## config.mk

```make
export PLATFORM = sky130hd
export DESIGN_NAME = acc_top
export DESIGN_NICKNAME = d
export VERILOG_FILES = /design/src/common/acc_pkg.sv /design/src/common/acc_sel_if.sv /design/src/hdl/acc_mux_decode.sv /design/src/hdl/acc_top.sv
export SDC_FILE = /design/constraint.sdc
export NUM_CORES = 1
export LEC_CHECK = 0
export ABC_AREA = 1
export BUFFER_PORTS_ARGS = -buffer_cell sky130_fd_sc_hd__buf_2
export CAP_MARGIN = 20
export CORE_MARGIN = 2
export CORE_UTILIZATION = 37
export DETAILED_ROUTE_END_ITERATION = 7
export HOLD_SLACK_MARGIN = 0.06
export MAX_ROUTING_LAYER = met4
export SYNTH_ARGS = -nofsm -noshare
export SYNTH_HDL_FRONTEND = slang
export SYNTH_SLANG_ARGS = --single-unit
```

## constraint.sdc

```tcl
create_clock -name SYS_CLK_I -period 2.15 [get_ports SYS_CLK_I]
set_input_delay 0 -clock SYS_CLK_I [delete_from_list [all_inputs] [get_ports SYS_CLK_I]]
set_output_delay 0 -clock SYS_CLK_I [all_outputs]
set_load 0.01 [all_outputs]
```

## src/common/acc_pkg.sv

```systemverilog
// Package: register map, field positions, codes and timing for the converter control block
package acc_pkg;
    // Register offsets on the plain register port
    localparam logic [7:0] OFS_CTL_B = 8'h03;
    localparam logic [7:0] OFS_RES_LO = 8'h04;
    localparam logic [7:0] OFS_RES_HI = 8'h05;
    localparam logic [7:0] OFS_CSR = 8'h06;
    localparam logic [7:0] OFS_SEL = 8'h07;
    // Reset values
    localparam logic [7:0] CSR_RST = 8'h00;
    localparam logic [7:0] SEL_RST = 8'h00;
    localparam logic [7:0] CTL_B_RST = 8'h00;
    // Control/status, trigger and selector bit positions
    localparam int CSR_EN = 7;
    localparam int CSR_START = 6;
    localparam int CSR_ATE = 5;
    localparam int CSR_FLAG = 4;
    localparam int CSR_IE = 3;
    localparam int PS_MSB = 2;
    localparam int TRIG_MSB = 2;
    localparam int SEL_MSB = 5;
    localparam int GAIN_BIT = 0;
    localparam int SWAP_BIT = 5;
    // Conversion lengths in converter clocks
    localparam logic [4:0] CYC_FIRST = 5'h19;
    localparam logic [4:0] CYC_NORMAL = 5'h0D;
    // Selector codes
    localparam logic [5:0] SEL_SE_HI = 6'h07;
    localparam logic [5:0] SEL_DIFF_HI = 6'h1F;
    localparam logic [5:0] SEL_GND = 6'h20;
    localparam logic [5:0] SEL_IREF = 6'h21;
    localparam logic [5:0] SEL_TEMP = 6'h22;
    localparam logic [5:0] SEL_CAL_HI = 6'h27;
    // Core input indices beyond the eight pins, then the free running trigger source code
    localparam logic [3:0] IN_GND = 4'h8;
    localparam logic [3:0] IN_IREF = 4'h9;
    localparam logic [3:0] IN_TEMP = 4'hA;
    localparam logic [2:0] TRIG_FREE = 3'h0;

    typedef enum logic [0:0] {ST_IDLE = 1'b0, ST_CONV = 1'b1} acc_state_t;

    // Pair index (selector bits 4:1) to {positive, negative} input
    function automatic logic [7:0] acc_pair(input logic [3:0] idx);
        case (idx)
            4'h1: acc_pair = 8'h00;
            4'h2: acc_pair = 8'h33;
            4'h3: acc_pair = 8'h77;
            4'h4: acc_pair = 8'h01;
            4'h5: acc_pair = 8'h03;
            4'h6: acc_pair = 8'h12;
            4'h7: acc_pair = 8'h13;
            4'h8: acc_pair = 8'h23;
            4'h9: acc_pair = 8'h34;
            4'hA: acc_pair = 8'h35;
            4'hB: acc_pair = 8'h36;
            4'hC: acc_pair = 8'h37;
            4'hD: acc_pair = 8'h45;
            4'hE: acc_pair = 8'h56;
            4'hF: acc_pair = 8'h67;
            default: acc_pair = 8'h00;
        endcase
    endfunction : acc_pair

    // Last prescaler count for a divider code
    function automatic logic [6:0] acc_div_last(input logic [2:0] ps);
        logic [7:0] div;
        div = (ps < 3'h2) ? 8'h02 : (8'h01 << ps);
        acc_div_last = 7'(div - 8'h01);
    endfunction : acc_div_last
endpackage : acc_pkg

```

## src/common/acc_sel_if.sv

```systemverilog
// Interface: selector code to decoded core routing
`timescale 1ns/1ps
`default_nettype none
interface acc_sel_if;
    logic [5:0] code;
    logic [3:0] pos;
    logic [3:0] neg;
    logic gain20;
    logic diff;
    logic temp;
    modport dec (input code, output pos, output neg, output gain20, output diff, output temp);
    modport user (output code, input pos, input neg, input gain20, input diff, input temp);
endinterface : acc_sel_if
`default_nettype wire

```

## src/hdl/acc_mux_decode.sv

```systemverilog
// Selector decoder: single-ended, differential, calibration and temperature routing
`timescale 1ns/1ps
`default_nettype none
module acc_mux_decode
(
    acc_sel_if.dec sel
);
    import acc_pkg::*;

    always_comb
    begin
        logic [7:0] pr;
        pr = acc_pair(sel.code[4:1]);
        sel.pos = {1'b0, sel.code[2:0]};
        sel.neg = IN_GND;
        sel.gain20 = 1'b0;
        sel.diff = 1'b0;
        sel.temp = 1'b0;
        if (sel.code <= SEL_SE_HI)
        begin
            sel.pos = {1'b0, sel.code[2:0]};
        end
        else if (sel.code == SEL_GND)
        begin
            sel.pos = IN_GND;
        end
        else if (sel.code == SEL_IREF)
        begin
            sel.pos = IN_IREF;
        end
        else if (sel.code == SEL_TEMP)
        begin
            sel.pos = IN_TEMP;
            sel.temp = 1'b1;
        end
        else
        begin
            // Differential and calibration codes route a pair; calibration pairs tie one input to both sides
            sel.diff = 1'b1;
            sel.gain20 = sel.code[GAIN_BIT];
            if (sel.code[SWAP_BIT] && sel.code > SEL_CAL_HI)
            begin
                sel.pos = pr[3:0];
                sel.neg = pr[7:4];
            end
            else
            begin
                sel.pos = pr[7:4];
                sel.neg = pr[3:0];
            end
        end
    end
endmodule : acc_mux_decode
`default_nettype wire

```

## src/hdl/acc_top.sv

```systemverilog
// Converter channel selection and conversion control with register port
//
// Notes on behaviour
// - Selector changes wait until conversion completes.
// - Codes route single-ended, ground, reference, pairs.
// - Temperature code enables the temperature sensor.
// - Reversed pair codes decode per mapping.
// - Lowest selector bit picks 1x or 20x.
// - Highest bit swaps pair polarity.
// - Calibration codes tie one input both sides.
// - Enable bit on; clearing aborts conversion.
// - Start bit begins single or first conversion.
// - First conversion 25 clocks, later 13; a start taken in the first one's done cycle also runs 25.
// - Start reads one while busy; zero ignored.
// - Auto-trigger starts on selected rising edge.
// - Done flag sets when result updated.
// - Interrupt needs flag, enable, global enable.
// - Flag clears by vector or written one.
// - Prescaler divides system clock per code.
// - Trigger source zero is free running.
//
// Our own choice: the strobed register port.
`timescale 1ns/1ps
`default_nettype none
module acc_top
(
    // Clock and reset
    input wire logic SYS_CLK_I,
    input wire logic RST_I,
    // Register port
    input wire logic [7:0] ADDR_I,
    input wire logic [7:0] WDATA_I,
    input wire logic WR_I,
    input wire logic RD_I,
    output logic [7:0] RDATA_O,
    // Processor side
    input wire logic GLOBAL_IRQ_EN_I,
    input wire logic IRQ_ACK_I,
    output logic CONV_IRQ_O,
    // Trigger flags, indexed by trigger source
    input wire logic [7:0] TRIG_I,
    // Analog core
    input wire logic [9:0] CORE_RESULT_I,
    output logic CORE_EN_O,
    output logic CORE_START_O,
    output logic [3:0] CORE_POS_O,
    output logic [3:0] CORE_NEG_O,
    output logic CORE_GAIN20_O,
    output logic CORE_DIFF_O,
    output logic TEMP_SENSOR_EN_O
);
    import acc_pkg::*;

    typedef struct packed {
        acc_state_t st;
        logic en;
        logic ate;
        logic flag;
        logic ie;
        logic [2:0] ps;
        logic [7:0] sel;
        logic [7:0] ctl_b;
        logic [5:0] act;
        logic [9:0] res;
        logic [6:0] pcnt;
        logic [4:0] tcnt;
        logic long_cnv;
        logic init_done;
        logic trig_prev;
        logic [7:0] rdata;
        logic start_pulse;
        logic irq;
        logic [3:0] pos;
        logic [3:0] neg;
        logic gain20;
        logic diff;
        logic temp;
    } acc_regs_t;

    acc_regs_t state_reg;
    acc_regs_t state_next;
    logic tick;
    logic done;
    acc_sel_if sel_bus ();

    // Decode from the held selection so the decoder never feeds its own source process;
    // routing settles one cycle after a new selection, far ahead of the core's sample point
    assign sel_bus.code = state_reg.act;

    acc_mux_decode u_dec (
        .sel(sel_bus)
    );

    always_comb
    begin
        logic wr_csr;
        logic start_req;
        logic trig_now;
        logic [2:0] src;
        logic [4:0] last;
        wr_csr = WR_I && (ADDR_I == OFS_CSR);
        src = state_reg.ctl_b[TRIG_MSB:0];
        trig_now = TRIG_I[src];
        last = state_reg.long_cnv ? CYC_FIRST : CYC_NORMAL;
        state_next = state_reg;
        state_next.start_pulse = 1'b0;
        state_next.trig_prev = trig_now;
        start_req = 1'b0;
        tick = state_reg.pcnt == acc_div_last(state_reg.ps);
        done = (state_reg.st == ST_CONV) && tick && (state_reg.tcnt == last - 5'h01);
        // Register writes
        if (wr_csr)
        begin
            state_next.en = WDATA_I[CSR_EN];
            state_next.ate = WDATA_I[CSR_ATE];
            state_next.ie = WDATA_I[CSR_IE];
            state_next.ps = WDATA_I[PS_MSB:0];
            if (WDATA_I[CSR_FLAG])
            begin
                state_next.flag = 1'b0;
            end
            // A written zero to start is simply not looked at
            start_req = WDATA_I[CSR_START];
        end
        if (WR_I && ADDR_I == OFS_SEL)
        begin
            state_next.sel = WDATA_I;
        end
        if (WR_I && ADDR_I == OFS_CTL_B)
        begin
            state_next.ctl_b = WDATA_I;
        end
        if (IRQ_ACK_I)
        begin
            state_next.flag = 1'b0;
        end
        // Edge on the selected flag; also fires when switching to a set source
        if (state_reg.ate && src != TRIG_FREE && trig_now && !state_reg.trig_prev)
        begin
            start_req = 1'b1;
        end
        // Prescaler runs only while enabled
        state_next.pcnt = (state_reg.en && !tick) ? 7'(state_reg.pcnt + 7'h01) : 7'h00;
        if (state_reg.st == ST_CONV && tick)
        begin
            state_next.tcnt = 5'(state_reg.tcnt + 5'h01);
        end
        if (done)
        begin
            state_next.st = ST_IDLE;
            state_next.res = CORE_RESULT_I;
            state_next.flag = 1'b1;
            state_next.init_done = 1'b1;
            if (state_reg.ate && src == TRIG_FREE)
            begin
                start_req = 1'b1;
            end
        end
        // New conversion; first one after enabling runs long
        if (start_req && state_next.en && (state_reg.st == ST_IDLE || done))
        begin
            state_next.st = ST_CONV;
            state_next.tcnt = 5'h00;
            state_next.pcnt = 7'h00;
            state_next.long_cnv = !state_reg.init_done || !state_reg.en;
            state_next.start_pulse = 1'b1;
        end
        // Selection follows the register only between conversions
        if (state_next.st == ST_IDLE || state_next.start_pulse)
        begin
            state_next.act = state_next.sel[SEL_MSB:0];
        end
        if (!state_next.en)
        begin
            state_next.st = ST_IDLE;
            state_next.init_done = 1'b0;
            state_next.start_pulse = 1'b0;
        end
        state_next.pos = sel_bus.pos;
        state_next.neg = sel_bus.neg;
        state_next.gain20 = sel_bus.gain20;
        state_next.diff = sel_bus.diff;
        state_next.temp = sel_bus.temp;
        state_next.irq = state_next.flag && state_next.ie && GLOBAL_IRQ_EN_I;
        // Read data
        state_next.rdata = 8'h00;
        if (RD_I)
        begin
            case (ADDR_I)
                OFS_CTL_B: state_next.rdata = state_reg.ctl_b;
                OFS_RES_LO: state_next.rdata = state_reg.res[7:0];
                OFS_RES_HI: state_next.rdata = {6'h00, state_reg.res[9:8]};
                OFS_CSR: state_next.rdata = {state_reg.en, state_reg.st == ST_CONV,
                    state_reg.ate, state_reg.flag, state_reg.ie, state_reg.ps};
                OFS_SEL: state_next.rdata = state_reg.sel;
                default: state_next.rdata = 8'h00;
            endcase
        end
    end

    always_ff @(posedge SYS_CLK_I or posedge RST_I)
    begin
        if (RST_I)
        begin
            state_reg <= '0;
            state_reg.sel <= SEL_RST;
            state_reg.ctl_b <= CTL_B_RST;
            state_reg.act <= SEL_RST[SEL_MSB:0];
        end
        else
        begin
            state_reg <= state_next;
        end
    end

    assign RDATA_O = state_reg.rdata;
    assign CONV_IRQ_O = state_reg.irq;
    assign CORE_EN_O = state_reg.en;
    assign CORE_START_O = state_reg.start_pulse;
    assign CORE_POS_O = state_reg.pos;
    assign CORE_NEG_O = state_reg.neg;
    assign CORE_GAIN20_O = state_reg.gain20;
    assign CORE_DIFF_O = state_reg.diff;
    assign TEMP_SENSOR_EN_O = state_reg.temp;

    // Helper: converter clocks counted independently of the sequencer
    logic [4:0] chk_ticks;
    always_ff @(posedge SYS_CLK_I or posedge RST_I)
    begin
        if (RST_I)
        begin
            chk_ticks <= 5'h00;
        end
        else if (state_next.start_pulse)
        begin
            chk_ticks <= 5'h00;
        end
        else if (state_reg.st == ST_CONV && tick)
        begin
            chk_ticks <= 5'(chk_ticks + 5'h01);
        end
    end
endmodule : acc_top
`default_nettype wire

```

After elaboration in Yosys (flattened, before gate mapping)
Memories as Yosys holds them, arrays and structs flattened.
Index checks and enable logic that the tools add are counted.
Operators by class
  equal/unequal tests: 11
  reduce and logical (&&, ||, !) cells: 25
  $add $sub $neg: 4
  muxes and demuxes: 47
  magnitude comparators: 4
  bitwise gates (word level): 2
  shifts and indexed selects: 1
Operator list (number)
  4-bit 2-to-1 mux: 10
  8-bit case mux with 5 select lines: 1
  8-bit by 3-bit equality test with 1-bit output, second input constant: 4
  1-bit 2-to-1 mux: 27
  7-bit 2-to-1 mux: 3
  6-bit equality test, second input constant: 3
  1-bit logical AND: 15
  13-bit 2-to-1 mux: 1
  5-bit 2-to-1 mux: 2
  8-bit by 2-bit equality test with 1-bit output, second input constant: 1
  8-bit 2-to-1 mux: 1
  7-bit by 1-bit adder with 7-bit output, second input constant: 1
  7-bit equality test: 1
  1-bit by 3-bit << shifter with 7-bit output, first input constant: 1
  7-bit by 1-bit subtractor with 7-bit output, second input constant: 1
  6-bit > comparator, second input constant: 1
  6-bit by 3-bit <= comparator with 1-bit output, second input constant: 1
  6-bit 2-to-1 mux: 1
  5-bit by 1-bit adder with 5-bit output, second input constant: 1
  5-bit equality test: 1
  5-bit by 1-bit subtractor with 5-bit output, second input constant: 1
  1-bit zero test: 4
  3-bit by 4-bit less-than comparator with 1-bit output, second input constant: 1
  1-bit binary-select mux with 3-bit select: 1
  7 further kinds: 10
Word-level totals
  flip-flop bits (word level): 76
  memories kept: 1
  output and inout port bits: 22
  memory bits (read-only): 96
Memory list
  (no name shown): depth 16, bits a word 6, read ports 1, clocked after Yosys merged registers in 0, wr ports 0, line acc_pkg.sv:44  | case (idx)

Logic depth before layout (Yosys ltp)
  word-level depth: 12
  depth in mapped cells: 18
  depth with buffers taken out: 16

Modules after synthesis
A second synthesis with hierarchy kept.
Second synthesis, totals
  cells, all modules: 495
  area total of the unflattened synthesis: 4065.1 µm²
Modules (own cells, without submodules)
  acc_top: cells an instance 416, area each 3657.3 µm², times used 1
  acc_mux_decode: cells an instance 79, area each 407.9 µm², times used 1

Least setup slack after synthesis
Ideal clock, no wire load.
  path kind: register -> register
  start point: reg state_reg[70] (netlist name)
  end point: reg state_reg[24] (netlist name)
  data arrival time: 1987 ps
  path buffers: 2
  cell stages (with the launch flop): 17
  library setup time: 124 ps
  clock period less this slack: 2110 ps
  data required time: 2026 ps
  setup slack: 40 ps
  cells stage by stage: dfrtp_1 -> buf_6 -> inv_4 -> nand2_1 -> ha_1 -> nor2_1 -> nor2_1 -> nand3_1 -> nor2_1 -> nand2_1 -> nor2_4 -> nand3_4 -> nand2_4 -> nand2_4 -> nor2_4 -> buf_12 -> nor2_4
Between the ends
  word-level cells in the longest chain between the ends: 10
  elaborated cells between the ends (all ways): 13
  classes of those cells: add/sub: 1; order compare: 1; eq/ne: 1; shift: 1; mux: 3; reduce/logical: 6
Ends and longest elaborated chain
  start, declared: line acc_top.sv:80  | acc_regs_t state_reg;
  start signal, assigned: line acc_top.sv:212  | state_reg <= state_next;
  3-bit by 2-bit less-than comparator with 1-bit output or 1-bit by 3-bit << shifter with 7-bit output (tied branches): line acc_pkg.sv:67  | div = (ps < 3'h2) ? 8'h02 : (8'h01 << ps);
  7-bit 2-to-1 mux *: line acc_pkg.sv:67
  7-bit by 1-bit subtractor with 7-bit output *: line acc_pkg.sv:68  | acc_div_last = 7'(div - 8'h01);
  7-bit equality test *: line acc_top.sv:109  | tick = state_reg.pcnt == acc_div_last(state_reg.ps);
  1-bit logical AND *
  1-bit logical AND: line acc_top.sv:110  | done = (state_reg.st == ST_CONV) && tick && (state_reg.tcnt == last - 5'h01);
  1-bit 2-to-1 mux: line acc_top.sv:148  | if (done)
  1-bit logical AND (2 in series): line acc_top.sv:160  | if (start_req && state_next.en && (state_reg.st == ST_IDLE || done))
  13-bit 2-to-1 mux or 2-bit nonzero test (tied branches)
Every way passes the cells marked *; elsewhere a longest branch is shown, timed or not.
A chain may end at the register's enable or synchronous reset.

==> out/metrics.yaml <==
critical_path:
  start_kind: "register"
  cp_top_family: "simple AND/OR/NAND/NOR gates"
  cp_common_cell: "nor2_4"
  worstReg2RegStart: "state_reg[69]$_DFFE_PP0P_"
  max_stage_delay_ps: 390
  crit_chain: "inv_2, nand2_4, ha_4, nor2_2, nor2_1, nand3_1, nor2_1, nand2_1, nor2_4, nand3_4, nand2_2, nand2_2, nor2_4, buf_12, nor2_4"
  critPathCaptureType: "register"
  cp-startpoint: "state_reg[69]$_DFFE_PP0P_"
  worstPathArrival_ps: 2370
  cp_slowest_cell: "dfrtp_1"
  critPathBufInv: 2
  required_ps: 2390
  crit_fanout: 8
  criticalPathCategory: "reg -> reg"
floorplan:
  ios: 62
  core_um2: 10890
  dieWidth_um: 109.7
  die_h_um: 109.7
  start_util_pct: 37.95
  die_area_um2: 12030
  std_cell_rows: 38
drt:
  drtIter0Drc: 202
  firstDrtPassIters: 4
  routed_wl_mm: 9.739
  drc: 0
  wl_per_cell_um: 13.05
  drtAntennaViolNets: 0
  num_vias: 3595
  vias_per_cell: 4.819
layout:
  diodes: 0
  final_nets: 649
  syn_to_final_growth_pct: 23.08
  n_fill_cell: 1071
  largest_register_ffs: 48
  final_cells: 746
  design_area_um2: 5085
  drive_gt1_share_pct: 24.59
grt:
  grt_max_degree: 55
  grt_pass1_vias: 3605
  grt_pass1_wl_mm: 16.39
  grt_usage_pct: 18.19
  grt_overflow_total: 0
  antenna_found_initial: 0
run_status:
  outcome: "complete, no violations"
sta:
  setup_tns_ps: 0
  period_needed_ps: 2128
  rsz0062_at_grt: "true"
  hold_viol: 0
  hold_ws_ps: 76.92
  tightest_slew_ps: 515.0
  skew_ps: 9.004
  fmax_mhz: 469.9
  setup_viol: 0
  slew_viol_final: 0
  min_period_over_period_pct: 98.99
  max_slew_margin_pct: 65.62
clock_tree:
  root_buffer: "clkbuf_8"
  cts_made_buffers: 9
  cts.sinks: 76
  cts-htree-levels: 3
  clk_latency_ps: 350
  cts_tree: "built"
  path_clk_slew_ps: 80
  clockBufferDepth: 2
min_path:
  min_from: "TRIG_I[0]"
  hold_path_class: "in -> reg"
synth:
  synth-seq-cells: 76
  syn_area_um2: 4131
  netlist.area_leader.share_pct: 46.03
  synth_area_leader_cell: "dfrtp_1"
  avgSynthCellArea_um2: 8.022
  synthDistinctLibCells: 39
  ys_seq_area_share_pct: 46.03
  async_reset_ff_share_pct: 100.0
  syn_nets: 563
  synth_edf_count: 0
  synthFlopType: "dfrtp_1"
  yosys-top-cells-area: "dfrtp_1 46%, nand2_1 11%, o21ai_0 6.3%"
  synth_cells: 515
  ys_warn_count: 0
power:
  peakVddDrop_mv: 0.3160
  p_per_area_nw_per_um2: 836.2
  p_leak_nw: 2.535
place:
  placed_area_um2: 4547
  dp_hpwl_mm: 7.144
  dpl.cell_count: 702
  portBuffers: 61
  gp_congestion: 0.9029
flow_run:
  cap_violations: 0
==> tightest hold or removal path: stages <==
cell	delay (ps)
buf_2	70
inv_1	30
nand2_1	50
nand3_1	60
nand2_1	80
o21a_1	110
==> per-stage QoR <==
stage,utilization (%),power (mW),setup WS [ps]
3_5_place_dp,41.76,3.125,-15.40
5_1_grt,46.70,4.584,-119.2
4_1_cts,45.79,4.228,6.441
2_1_floorplan,-,2.800,39.57
6_report,46.70,4.252,21.68
3_3_place_gp,41.76,3.085,71.43
==> per-layer routing <==
metal | global-route usage, % | share of wire [%] | up-vias
met5 | - | 0 | -
met4 | 6.600 | 1.3 | 0
met3 | 3.142 | 4.4 | 14
met2 | 30.03 | 49 | 71
met1 | 22.47 | 45 | 1711
li1 | - | - | 1799
==> power breakdown <==
group / internal, mW / switching, mW / total [mW] / leakage [nW]
clock: 0.518 / 0.540 / 1.06 / 0.0913
combinational: 0.553 / 0.735 / 1.29 / 1.46
sequential: 1.68 / 0.226 / 1.91 / 0.980
==> worst paths after layout <==
check	slack [ps]	end	cells after the start
hold / removal	80	state_reg[21]$_DFF_PP0_	6
min in group asynchronous	230	CORE_POS_O[3]$_DFF_PP0_	3
hold reg to reg	490	state_reg[22]$_DFFE_PP0P_	1
max in group asynchronous	1260	state_reg[42]$_DFFE_PP0P_	4
setup reg to reg	20	state_reg[34]$_DFF_PP0_	15
setup / recovery	20	state_reg[34]$_DFF_PP0_	15
==> cells by family after synthesis <==
kind of cell             after synthesis  synth area share [%]
adder cells (fa/ha/maj)                8                 2.423
flip-flops                            76                 46.03
buffers and inverters                101                 11.72
AND/OR/NAND/NOR                      239                 27.10
AO/OA/AOI/OAI                         85                 11.57
other                                  1               0.09077
XOR/XNOR                               5                 1.060
==> Yosys cell counts (2+ instances only) <==
master,n
a211oi_1,6
a21oi_1,11
a221oi_1,4
buf_2,3
buf_4,18
buf_6,2
clkbuf_1,4
dfrtp_1,76
ha_1,8
inv_1,65
inv_2,6
nand2_1,123
nand2_2,7
nand2_4,2
nand3_1,28
nand3_2,2
nand4_1,9
nor2_1,48
nor2_4,11
nor3_1,3
o211ai_1,2
o21a_1,2
o21ai_0,52
o22ai_1,5
xor2_1,4
==> layout make-up <==
type,instances,area [µm²],area share [%]
Timing Repair Buffer,103,721.9,14.20
Inverter,73,279.0,5.487
Multi-Input combinational cell,338,1810,35.61
Clock inverter,4,31.28,0.6152
Tap cell,140,175.2,3.445
Sequential cell,76,1902,37.40
Clock buffer,12,165.2,3.248
==> repair_timing <==
| action | CTS | global route |
|---|---|---|
| pin swaps | 0 | 12 |
| cloned | 0 | 0 |
| hold buffers | 24 | 0 |
| gates resized for setup | 1 | 25 |
| setup endpoints to repair | 7 | 32 |
| buffers inserted | 0 | 4 |
| hold endpoints to repair | 65 | 0 |
==> cells in the final DEF (no fill, tap or decap), drive strengths merged <==
master / netlist / final
o211ai: 2 / 2
nand3b: 1 / 1
clkinvlp: 0 / 3
o21ai: 53 / 53
nand4: 9 / 9
a21oi: 11 / 11
a221oi: 4 / 4
a211oi: 6 / 6
dfrtp: 76 / 76
ha: 8 / 8
inv: 72 / 73
clkinv: 1 / 1
a21boi: 1 / 1
nor3: 3 / 3
nor2: 60 / 60
or2: 1 / 1
clkbuf: 4 / 12
xor2: 4 / 4
xnor2: 1 / 1
conb: 1 / 1
nand2: 132 / 132
o21a: 2 / 2
dlygate4sd3: 0 / 24
o2bb2ai: 1 / 1
o22ai: 5 / 5
nand3: 31 / 31
buf: 24 / 79
nor4: 2 / 2
Note: power is estimated with default switching activity, not from simulation.
